File: src/logic/ccc_pkg.sv
// Purpose: shared constants for the calendar clock with calibration
// Assumes: 20 MHz system clock, 32,768 Hz crystal sampled as a pin
// Notes:   register indices are word indices; byte address = 4 * index
package ccc_pkg;
    // ------------------------------------------------------------
    // register map
    // ------------------------------------------------------------
    localparam int          ADDR_W       = 20;
    localparam logic [17:0] REG_CTRL_IDX = 18'h1_fff8;
    localparam logic [17:0] REG_SEC_IDX  = 18'h1_fff9;
    localparam logic [17:0] REG_MIN_IDX  = 18'h1_fffa;
    localparam logic [17:0] REG_HOUR_IDX = 18'h1_fffb;
    localparam logic [17:0] REG_WDAY_IDX = 18'h1_fffc;
    localparam logic [17:0] REG_DATE_IDX = 18'h1_fffd;
    localparam logic [17:0] REG_MON_IDX  = 18'h1_fffe;
    localparam logic [17:0] REG_YEAR_IDX = 18'h1_ffff;
    localparam logic [2:0]  SEL_CTRL     = 3'h0;
    localparam logic [2:0]  SEL_SEC      = 3'h1;
    localparam logic [2:0]  SEL_WDAY     = 3'h4;
    localparam logic [2:0]  SEL_DATE     = 3'h5;
    localparam logic [2:0]  SEL_MON      = 3'h6;
    localparam logic [2:0]  SEL_YEAR     = 3'h7;
    // ------------------------------------------------------------
    // field positions
    // ------------------------------------------------------------
    localparam int BIT_WRITE_HOLD  = 7;
    localparam int BIT_READ_FREEZE = 6;
    localparam int BIT_CAL_SIGN    = 5;
    localparam int CAL_W           = 5;
    localparam int BIT_OSC_HALT    = 7;
    localparam int BIT_FREQ_CHECK  = 6;
    localparam logic [7:0] CTRL_RESET = 8'h00;
    // ------------------------------------------------------------
    // counter fields, index 1 seconds .. 7 year
    // ------------------------------------------------------------
    localparam logic [7:0] FIELD_LO   [1:7] = '{8'h00, 8'h00, 8'h00, 8'h01, 8'h01, 8'h01, 8'h00};
    localparam logic [7:0] FIELD_HI   [1:7] = '{8'h59, 8'h59, 8'h23, 8'h07, 8'h31, 8'h12, 8'h99};
    localparam logic [7:0] FIELD_MASK [1:7] = '{8'h7f, 8'h7f, 8'h3f, 8'h07, 8'h3f, 8'h1f, 8'hff};
    localparam int         FIELD_SRC  [1:7] = '{0, 1, 2, 3, 3, 5, 6};
    // ------------------------------------------------------------
    // timing
    // ------------------------------------------------------------
    localparam int          OSC_HZ        = 32768;
    localparam int          CAL_POS_CYC   = 256;
    localparam int          CAL_NEG_CYC   = 128;
    localparam int          CAL_CYCLE_MIN = 64;
    localparam int          FREQ_DIV      = 32;
    localparam int          PRE_W         = 16;
    localparam longint      START_NS      = 1000000000;
    localparam longint      CLK_PERIOD_NS = 50;
    localparam int          START_CYC     = int'(START_NS / CLK_PERIOD_NS);
    // ------------------------------------------------------------
    // oscillator control states
    // ------------------------------------------------------------
    typedef enum logic [1:0] {
        OSC_HALTED = 2'b00,
        OSC_START  = 2'b01,
        OSC_RUN    = 2'b11
    } ccc_osc_type;

    // last day of the month, leap years every fourth year
    function automatic logic [7:0] days_in_month(input logic [7:0] mon,
                                                 input logic [7:0] yr);
        logic leap;
        leap = yr[4] ? (yr[3:0] == 4'h2 || yr[3:0] == 4'h6)
                     : (yr[3:0] == 4'h0 || yr[3:0] == 4'h4 || yr[3:0] == 4'h8);
        if (mon == 8'h02) days_in_month = leap ? 8'h29 : 8'h28;
        else if (mon == 8'h04 || mon == 8'h06 || mon == 8'h09 || mon == 8'h11)
            days_in_month = 8'h30;
        else days_in_month = 8'h31;
    endfunction : days_in_month
endpackage : ccc_pkg

File: src/logic/ccc_calendar_clock.sv
// Purpose: calendar clock with trim, reached over APB
// Assumes: crystal arrives as a pin level; APB on the system clock
// Notes:   time bytes seen by software are an image of the counters
//
// Added by the designer: the APB interface to the registers.

`timescale 1ns/1ps
`default_nettype none

// Function
// - control bit 7 set holds the visible time bytes still
// - clearing bit 7 copies all time bytes into the counters
// - first increment after that release comes one full second later
// - control bit 6 freezes the visible time bytes too
// - seconds bit 7 set stops the oscillator at any time
// - the halt bit comes out of reset set
// - after halt is cleared the oscillator runs one second later
// - a 32,768 Hz crystal is divided down to one second
// - trimming moves the terminal count of the single divide by 32,768 counter
// - trim magnitude is five bits in the control byte low bits
// - control bit 5 gives trim direction, one means faster
// - trim repeats every 64 minutes, one second per minute
// - magnitude N trims the first 2N minutes of the cycle
// - trimmed second is 256 cycles shorter or 128 longer
// - weekday bit 6 enables the frequency check output
// - that output is 512 Hz and ignores the trim
module ccc_calendar_clock
    import ccc_pkg::*;
#(
    parameter int P_START_CYC = START_CYC
) (
    // clock, reset, enable
    input  wire logic              i_clk,
    input  wire logic              i_rstn,
    input  wire logic              i_ce,
    // crystal pin
    input  wire logic              i_osc,
    // apb slave
    input  wire logic              i_psel,
    input  wire logic              i_penable,
    input  wire logic              i_pwrite,
    input  wire logic [ADDR_W-1:0] i_paddr,
    input  wire logic [31:0]       i_pwdata,
    output var  logic              o_pready,
    output var  logic [31:0]       o_prdata,
    output var  logic              o_pslverr,
    // test output
    output var  logic              o_freq_check_output
);
    // ------------------------------------------------------------
    // declarations
    // ------------------------------------------------------------
    logic [2:0]  osc_sync_q;
    logic        pready_q;
    logic        pslverr_q;
    logic [31:0] prdata_q;
    logic [7:0]  ctrl_q;
    logic [7:0]  img_q [1:7];
    logic        halt_q;
    logic        ft_q;
    logic        load_q;
    logic [5:0]  cal_min_q;
    logic        freq_q;
    logic [24:0] start_cnt_q;
    ccc_osc_type osc_state_q;
    ccc_osc_type osc_state_d;
    logic [7:0]  cnt_val [1:7];
    logic        inc     [1:7];
    logic        wrap    [1:7];
    logic        sec_pulse;
    logic        square;

    // ------------------------------------------------------------
    // crystal pin synchroniser
    // ------------------------------------------------------------
    always_ff @(posedge i_clk or negedge i_rstn) begin
        if (!i_rstn) begin
            osc_sync_q <= '0;
        end else if (i_ce) begin
            osc_sync_q <= {osc_sync_q[1:0], i_osc};
        end
    end

    wire osc_rise = osc_sync_q[1] & ~osc_sync_q[2];
    wire running  = (osc_state_q == OSC_RUN);
    // no ticks while stopped or starting
    wire tick     = osc_rise & running;

    // ------------------------------------------------------------
    // apb decode
    // ------------------------------------------------------------
    wire [17:0] word_idx = i_paddr[ADDR_W-1:2];
    wire [2:0]  sel      = word_idx[2:0];
    wire        hit      = (word_idx[17:3] == REG_CTRL_IDX[17:3]) && (i_paddr[1:0] == 2'b00);
    wire        acc      = i_psel & i_penable & ~pready_q;
    wire        done     = i_psel & i_penable & pready_q;
    wire        wr_en    = done & i_pwrite & hit;
    wire [7:0]  wbyte    = i_pwdata[7:0];
    wire        wr_ctrl  = wr_en && (sel == SEL_CTRL);
    wire        wr_sec   = wr_en && (sel == SEL_SEC);
    wire        wr_wday  = wr_en && (sel == SEL_WDAY);
    wire        wr_time  = wr_en && (sel != SEL_CTRL);
    wire        hold     = ctrl_q[BIT_WRITE_HOLD];
    wire        freeze   = ctrl_q[BIT_READ_FREEZE];
    wire        w_fall   = wr_ctrl & hold & ~wbyte[BIT_WRITE_HOLD];
    wire        halt_set = wr_sec & wbyte[BIT_OSC_HALT];
    wire        halt_clr = wr_sec & ~wbyte[BIT_OSC_HALT];

    wire [7:0] rd_byte =
        (sel == SEL_CTRL) ? ctrl_q
      : (sel == SEL_SEC)  ? {halt_q, img_q[1][6:0]}
      : (sel == SEL_WDAY) ? {1'b0, ft_q, 3'b000, img_q[4][2:0]}
      : img_q[sel];

    always_ff @(posedge i_clk or negedge i_rstn) begin
        if (!i_rstn) begin
            pready_q  <= 1'b0;
            pslverr_q <= 1'b0;
            prdata_q  <= '0;
        end else if (i_ce) begin
            pready_q  <= acc;
            pslverr_q <= acc & ~hit;
            if (acc) prdata_q <= hit ? {24'h00_0000, rd_byte} : '0;
        end
    end

    assign o_pready  = pready_q;
    assign o_pslverr = pslverr_q;
    assign o_prdata  = prdata_q;

    // ------------------------------------------------------------
    // control, halt and test bits
    // ------------------------------------------------------------
    always_ff @(posedge i_clk or negedge i_rstn) begin
        if (!i_rstn) begin
            ctrl_q <= CTRL_RESET;
            halt_q <= 1'b1;
            ft_q   <= 1'b0;
            load_q <= 1'b0;
        end else if (i_ce) begin
            // trim magnitude and flags held here
            if (wr_ctrl) ctrl_q <= wbyte;
            if (wr_sec) halt_q <= wbyte[BIT_OSC_HALT];
            if (wr_wday) ft_q <= wbyte[BIT_FREQ_CHECK];
            load_q <= w_fall;
        end
    end

    // ------------------------------------------------------------
    // oscillator start and stop
    // ------------------------------------------------------------
    always_comb begin
        osc_state_d = osc_state_q;
        unique case (osc_state_q)
            OSC_HALTED: if (halt_clr) osc_state_d = OSC_START;
            OSC_START:  if (start_cnt_q == '0) osc_state_d = OSC_RUN;
            OSC_RUN:    osc_state_d = OSC_RUN;
            default:    osc_state_d = OSC_HALTED;
        endcase
        // stop takes effect at once, in any state
        if (halt_set) osc_state_d = OSC_HALTED;
    end

    always_ff @(posedge i_clk or negedge i_rstn) begin
        if (!i_rstn) begin
            osc_state_q <= OSC_HALTED;
            start_cnt_q <= '0;
        end else if (i_ce) begin
            osc_state_q <= osc_state_d;
            if (osc_state_q == OSC_HALTED) start_cnt_q <= 25'(P_START_CYC - 1);
            else if (start_cnt_q != '0) start_cnt_q <= start_cnt_q - 1'b1;
        end
    end

    // ------------------------------------------------------------
    // divider and trim window
    // ------------------------------------------------------------
    wire [CAL_W-1:0] cal_mag  = ctrl_q[CAL_W-1:0];
    // first 2N minutes of the cycle only
    wire             in_win   = ({1'b0, cal_min_q} < {1'b0, cal_mag, 1'b0});
    // one second per minute, the minute's first
    wire             sec_adj  = in_win && (cnt_val[1] == FIELD_LO[1]);

    // divider held while the write hold is set
    ccc_prescaler u_prescaler (
        .i_clk    (i_clk),
        .i_rstn   (i_rstn),
        .i_ce     (i_ce),
        .i_tick   (tick),
        .i_clear  (hold | load_q),
        .i_adjust (sec_adj),
        .i_sign   (ctrl_q[BIT_CAL_SIGN]),
        .o_sec    (sec_pulse),
        .o_square (square)
    );

    // 64 minute trim cycle, counted on minute carries
    always_ff @(posedge i_clk or negedge i_rstn) begin
        if (!i_rstn) begin
            cal_min_q <= '0;
        end else if (i_ce && wrap[1]) begin
            cal_min_q <= 6'(cal_min_q + 1'b1);
        end
    end

    // ------------------------------------------------------------
    // calendar counters
    // ------------------------------------------------------------
    wire [7:0] date_hi = days_in_month(cnt_val[6], cnt_val[7]);

    genvar k;
    generate
        for (k = 1; k <= 7; k++) begin : g_field
            if (k == 1) begin : g_src
                assign inc[k] = sec_pulse;
            end else begin : g_src
                assign inc[k] = wrap[FIELD_SRC[k]];
            end
            ccc_bcd_field #(
                .P_LO (FIELD_LO[k])
            ) u_field (
                .i_clk      (i_clk),
                .i_rstn     (i_rstn),
                .i_ce       (i_ce),
                .i_inc      (inc[k]),
                .i_load     (load_q),
                .i_load_val (img_q[k]),
                .i_hi       ((k == 5) ? date_hi : FIELD_HI[k]),
                .o_val      (cnt_val[k]),
                .o_wrap     (wrap[k])
            );
        end
    endgenerate

    // ------------------------------------------------------------
    // visible time image
    // ------------------------------------------------------------
    // held image only changes by host writes
    // read freeze holds it the same way
    // fixed zero bits masked on write
    always_ff @(posedge i_clk or negedge i_rstn) begin
        if (!i_rstn) begin
            for (int i = 1; i <= 7; i++) img_q[i] <= FIELD_LO[i];
        end else if (i_ce) begin
            for (int i = 1; i <= 7; i++) begin
                if (wr_time && (sel == 3'(i))) img_q[i] <= wbyte & FIELD_MASK[i];
                else if (!hold && !freeze && !load_q) img_q[i] <= cnt_val[i];
            end
        end
    end

    // gated copy of the untrimmed square
    always_ff @(posedge i_clk or negedge i_rstn) begin
        if (!i_rstn) begin
            freq_q <= 1'b0;
        end else if (i_ce) begin
            freq_q <= ft_q & square;
        end
    end

    assign o_freq_check_output = freq_q;
endmodule : ccc_calendar_clock
`default_nettype wire

File: src/logic/ccc_bcd_field.sv
// Purpose: one two-digit BCD counter field with load and wrap
// Assumes: upper bound may change at run time (day of month)
// Notes:   o_wrap is combinational and feeds the next field's increment
`timescale 1ns/1ps
`default_nettype none
module ccc_bcd_field #(
    parameter logic [7:0] P_LO = 8'h00
) (
    // clock and reset
    input  wire logic       i_clk,
    input  wire logic       i_rstn,
    input  wire logic       i_ce,
    // control
    input  wire logic       i_inc,
    input  wire logic       i_load,
    input  wire logic [7:0] i_load_val,
    input  wire logic [7:0] i_hi,
    // state
    output var  logic [7:0] o_val,
    output logic            o_wrap
);
    logic [7:0] val_q;
    logic [7:0] val_d;
    wire        at_top = (val_q >= i_hi);

    assign o_wrap = i_inc & at_top;
    assign o_val  = val_q;
    assign val_d  = at_top ? P_LO
                  : (val_q[3:0] == 4'h9) ? {val_q[7:4] + 4'h1, 4'h0}
                  : {val_q[7:4], val_q[3:0] + 4'h1};

    always_ff @(posedge i_clk or negedge i_rstn) begin
        if (!i_rstn) begin
            val_q <= P_LO;
        end else if (i_ce) begin
            if (i_load) val_q <= i_load_val;
            else if (i_inc) val_q <= val_d;
        end
    end
endmodule : ccc_bcd_field
`default_nettype wire

File: src/logic/ccc_prescaler.sv
// Purpose: crystal divider with periodic correction and test square wave
// Assumes: i_tick is one cycle per crystal period, already synchronised
// Notes:   the test square counts raw ticks so trimming never moves it
`timescale 1ns/1ps
`default_nettype none
module ccc_prescaler
    import ccc_pkg::*;
(
    // clock and reset
    input  wire logic i_clk,
    input  wire logic i_rstn,
    input  wire logic i_ce,
    // timebase control
    input  wire logic i_tick,
    input  wire logic i_clear,
    input  wire logic i_adjust,
    input  wire logic i_sign,
    // outputs
    output logic      o_sec,
    output var  logic o_square
);
    localparam logic [PRE_W-1:0] TERM_NOM = PRE_W'(OSC_HZ - 1);
    // trimmed second 256 shorter or 128 longer
    localparam logic [PRE_W-1:0] TERM_POS = PRE_W'(OSC_HZ - CAL_POS_CYC - 1);
    localparam logic [PRE_W-1:0] TERM_NEG = PRE_W'(OSC_HZ + CAL_NEG_CYC - 1);

    logic [PRE_W-1:0] cnt_q;
    logic [4:0]       sq_cnt_q;
    logic             sq_q;
    // divider trim: a lower terminal count shortens the second, a higher one stretches it
    wire [PRE_W-1:0]  term = !i_adjust ? TERM_NOM : (i_sign ? TERM_POS : TERM_NEG);

    assign o_sec    = i_tick & ~i_clear & (cnt_q >= term);
    assign o_square = sq_q;

    always_ff @(posedge i_clk or negedge i_rstn) begin
        if (!i_rstn) begin
            cnt_q <= '0;
        end else if (i_ce) begin
            if (i_clear) cnt_q <= '0;
            else if (o_sec) cnt_q <= '0;
            else if (i_tick) cnt_q <= cnt_q + 1'b1;
        end
    end

    always_ff @(posedge i_clk or negedge i_rstn) begin
        if (!i_rstn) begin
            sq_cnt_q <= '0;
            sq_q     <= 1'b0;
        end else if (i_ce && i_tick) begin
            sq_cnt_q <= sq_cnt_q + 1'b1;
            if (sq_cnt_q == 5'(FREQ_DIV - 1)) sq_q <= ~sq_q;
        end
    end
endmodule : ccc_prescaler
`default_nettype wire

File: config.mk
export PLATFORM = sky130hd
export DESIGN_NAME = ccc_calendar_clock
export DESIGN_NICKNAME = d
export VERILOG_FILES = /design/src/logic/ccc_pkg.sv /design/src/logic/ccc_calendar_clock.sv /design/src/logic/ccc_bcd_field.sv /design/src/logic/ccc_prescaler.sv
export SDC_FILE = /design/constraint.sdc
export NUM_CORES = 1
export LEC_CHECK = 0
export ABC_AREA = 1
export BUFFER_PORTS_ARGS = -buffer_cell sky130_fd_sc_hd__buf_2
export CORE_UTILIZATION = 43
export DETAILED_ROUTE_END_ITERATION = 12
export GPL_ROUTABILITY_DRIVEN = 1
export PLACE_DENSITY_LB_ADDON = 0.3
export SYNTH_ARGS = -nofsm -noshare
export SYNTH_HDL_FRONTEND = slang
export SYNTH_HIERARCHICAL = 1
export SYNTH_SLANG_ARGS = --single-unit
File: constraint.sdc
create_clock -name i_clk -period 9.85 [get_ports i_clk]
set_clock_uncertainty 0.05 [all_clocks]
set_input_delay 1.97 -clock i_clk [delete_from_list [all_inputs] [get_ports i_clk]]
set_output_delay 1.97 -clock i_clk [all_outputs]
set_load 0.05 [all_outputs]
* Yosys cells after proc, flatten, opt, wreduce, memory -nomap -nowiden
Index checks and enable logic that the tools add are counted.
** Storage, ports and cells
- Register bits :: 216
- Bits in latches :: 0
- RAM bits :: 0
- ROM bits :: 0
- Input port bits :: 59
- Word-level logic and storage cells :: 269
- Memories :: 0
** Cells by class
- $add $sub $neg :: 18
- Multipliers :: 0
- Div/mod/pow operators :: 0
- Magnitude comparators :: 10
- Equality and inequality tests :: 29
- Shift-type cells :: 0
- Multiplexer cells :: 64
- Bitwise logic cells :: 28
- Reductions and logical operators :: 84
** Operator list (number)
- $mux 8 :: 48
- $mux 16 :: 5
- $add 4x1->4 const B :: 14
- $mux 25 :: 2
- $reduce_and 2->1 :: 20
- $eq 4x4->1 const B :: 8
- $reduce_bool 2->1 :: 14
- $reduce_bool 3->1 :: 9
- $logic_not 25->1 :: 1
- $reduce_bool 25->1 :: 1
- $sub 25x1->25 const B :: 1
- $bmux 8 s3 :: 1
- $reduce_and 3->1 :: 8
- $and 1x1->1 :: 20
- $logic_and 1x1->1 :: 17
- $add 16x1->16 const B :: 1
- $eq 8x3->1 const B :: 2
- $ge 16x16->1 :: 1
- $ge 8x7->1 const B :: 2
- $eq 15x14->1 const B :: 1
- $eq 3x3->1 const B :: 4
- $eq 4x3->1 const B :: 2
- $eq 8x2->1 const B :: 1
- $eq 8x4->1 const B :: 1
- 30 further kinds :: 49

* Longest topological paths before layout
- Depth in word-level cells :: 12
- Gate-level depth with buffers :: 32
- Gate-level depth less buffers :: 31

* Cells and area by module
Netlist, hierarchy kept.
** Modules (own cells, without submodules)
- ccc_calendar_clock :: instances 1, cells each 1000, area each 7215.7 um2, sequential area each 2857.7 um2
- ccc_bcd_field (g_field[1].u_field ...) :: instances 4, cells each 119, area each 839.6 um2, sequential area each 200.2 um2
- ccc_bcd_field (g_field[4].u_field ...) :: instances 3, cells each 118, area each 814.5 um2, sequential area each 201.4 um2
- ccc_prescaler :: instances 1, cells each 227, area each 1579.0 um2, sequential area each 550.5 um2

* Worst setup path after synthesis
No wires, ideal clock.
- Path type :: register to register
- Start :: register cal_min_q[2]
- End :: register g_field[7].u_field.val_q[4]
- Data arrival time :: 3.565 ns
- Slack :: 6.119 ns
- Stages on the path, launching flop included :: 31
- Buffers on the path :: 1
- Period minus slack after synthesis :: 3.731 ns
- Path through :: dfrtp_1 ha_1 o21a_1 o21a_1 o21ai_0 nand2_1 a21oi_1 nand2_2 ha_1 nand3_1 nor2_2 nand4_1 nand3_2 nand2_4 buf_12 inv_2 nand2_1 inv_1 nand2_1 inv_1 nand2_1 inv_1 nand2_1 inv_1 nand2_1 inv_1 o21ai_2 inv_1 o21ai_4 nand2_1 nand2_1
** RTL lines
- from (decl) :: RTL line ccc_calendar_clock.sv:62 : logic [5:0] cal_min_q;
- from (signal assigned) :: RTL line ccc_calendar_clock.sv:202 : cal_min_q <= 6'(cal_min_q + 1'b1);
- to (signal assigned) :: RTL line ccc_bcd_field.sv:36 : if (i_load) val_q <= i_load_val;
- to (signal assigned) :: RTL line ccc_bcd_field.sv:37 : else if (i_inc) val_q <= val_d;
- to (decl) :: RTL line ccc_bcd_field.sv:22 : logic [7:0] val_q;

==> results.json <==
{
  "status": "finished clean",
  "antennaDiodeCount": 0,
  "grt_first_pass_wirelength_um": 60710,
  "period_minus_slack_ns": 4.628,
  "num_rows": 67,
  "fp.dieH_um": 186.1,
  "cts_hold_buf": 0,
  "cts_root_buffer": "clkbuf_16",
  "fin_crit_sh_pct": 46.98,
  "core-area_um2": 33450,
  "route.detailed.drc": 0,
  "drtIter0Drc": 900,
  "required_ns": 10.13,
  "clk_pin_slew_ns": 0.07,
  "worstMarginPinSlew_ns": 1.176,
  "yosysWarnings": 6,
  "antenna_found_initial": 0,
  "holdCritPathClass": "flop to flop",
  "syn_area_per_cell_um2": 7.106,
  "ir_worst_vdd_mv": 0.1038,
  "maxSlewViolCount": 0,
  "p_leak_uw": 0.008180,
  "cts_tree": "yes",
  "avgRoutedWirePerCell_um": 14.10,
  "regArea_um2": 4815,
  "clkSinkCount": 192,
  "cp_max_fo": 15,
  "cts-buffers-inserted": 17,
  "r2r_slack_ns": 5.22,
  "grt_pass1_vias": 12481,
  "max-clock-path-buffers": 2,
  "gr-total-overflow": 0,
  "hold_viol_final": 0,
  "cp.arrival_ns": 4.91,
  "end_kind": "flop",
  "via_per_inst": 5.182,
  "grt_usage_pct": 21.89,
  "cp.buffers_inverters": 7,
  "powerDensity_nw_per_um2": 121.4,
  "syn_inst": 2051,
  "num-nets-final": 2280,
  "start_util_pct": 43.57,
  "crit_family": "compound AO/OA/AOI/OAI gates",
  "vias": 13438,
  "drive_gt1_share_pct": 11.89,
  "crit_slowest_cell": "dfrtp_1",
  "multi_input_area_um2": 8660,
  "io_buffer_count": 45,
  "dieWidth_um": 186.1,
  "rsz0062_at_grt": "no",
  "max_cap_viol_count": 0,
  "utilization_pct": 47.47,
  "setup_viol": 0,
  "fmax_mhz": 216.1,
  "wl_um": 36570,
  "worstSetupStartpointType": "flop",
  "crit_type": "flop to flop",
  "postCtsSetupRepairBufs": 0,
  "cts_resized": 0,
  "first_pass_iters": 7,
  "fillers": 3303,
  "syn2layout_area_growth_pct": 8.946,
  "place_congestion": 0.9224,
  "die_area_um2": 34630,
  "ant_nets": 0,
  "slew_headroom_pct": 21.06,
  "io_pins": 94,
  "synth.cell_area_um2": 14570,
  "grt_max_degree": 87,
  "insertion_delay_ns": 0.44,
  "finalSetupTns_ns": 0,
  "hpwl_um": 27190,
  "htree_levels": 4,
  "max_stage_delay_ns": 0.43
}
==> layout by cell type (no fill, tap or decap), types with 9 or more instances in the layout <==
cell / count
nand2_1: 630
nand4_1: 53
nor2_1: 169
o21ai_0: 103
nor3_1: 9
nand3_1: 150
o21ai_1: 29
xor2_1: 18
nor2_4: 19
ha_1: 89
buf_2: 44
nand4_4: 11
o21ai_2: 12
a21oi_1: 74
dfrtp_1: 184
xnor2_1: 12
inv_1: 231
nand2_2: 36
o21bai_1: 22
conb_1: 77
nor2_2: 31
inv_2: 17
clkbuf_16: 17
==> per-stage QoR <==
stage	hold slack [ns]	std cells	worst slack, ns	power, uW	area, um2
finish	0.4224	2593	5.222	1927	15880
global route	0.4503	2593	4.814	2026	15880
CTS	0.4292	2593	5.204	1940	15880
detailed placement	0.4137	2561	5.063	1170	15240
global placement	0.4077	2561	5.055	1160	15240
floorplan	0.3920	2126	6.157	1093	14860
==> sequential cells by signal (all words and copies together) (netlist names) <==
register and cells:
cal_min_q 6, o_prdata 8, img_q 56, o_pready 1
start_cnt_q 25, halt_q 1, o_pslverr 1, ft_q 1
u_prescaler/cnt_q 16, o_freq_check_output 1, u_prescaler/sq_cnt_q 5, load_q 1
osc_state_q 2, ctrl_q 8, u_prescaler/o_square 1, osc_sync_q 3
g_field.u_field/o_val 56
==> cell type report <==
| cell class | instances | area share (%) |
|---|---|---|
| Tap cell | 448 | 3.530 |
| Clock buffer | 18 | 2.766 |
| Sequential cell | 192 | 30.32 |
| Inverter | 249 | 5.902 |
| Timing Repair Buffer | 49 | 1.663 |
| Clock inverter | 14 | 1.277 |
| Multi-Input combinational cell | 1623 | 54.54 |
==> path summary, 6_finish.rpt <==
check | from | endpoint | cells after the start
max | cal_min_q[2]$_DFFE_PN0P_ | g_field[7].u_field/o_val[2]$_DFFE_PN0P_ | 26
min | u_prescaler/sq_cnt_q[3]$_DFFE_PN0P_ | u_prescaler/sq_cnt_q[3]$_DFFE_PN0P_ | 1
min reg2reg | u_prescaler/sq_cnt_q[3]$_DFFE_PN0P_ | u_prescaler/sq_cnt_q[3]$_DFFE_PN0P_ | 1
min in group asynchronous | i_rstn | g_field[2].u_field/o_val[2]$_DFFE_PN0P_ | 1
max reg2reg | cal_min_q[2]$_DFFE_PN0P_ | g_field[7].u_field/o_val[2]$_DFFE_PN0P_ | 26
max in group asynchronous | i_rstn | img_q[23]$_DFFE_PN0P_ | 2
==> per-layer routing <==
metal  vias up  track usage (%)  share of wire, %
li1       6723                -                 -
met1      6339            28.25                44
met2       319            37.85                49
met3        57            2.876               4.6
met4         0            6.787               2.0
met5         -                0                 0
==> where the power goes <==
group | internal, uW | switching [uW] | total, uW | leakage (uW)
registers | 814 | 43.3 | 858 | 0.00249
clock network | 438 | 333 | 771 | 0.000311
logic | 104 | 194 | 298 | 0.00538
total | 1360 | 571 | 1930 | 0.00818
(Power assumes the default switching activity.)
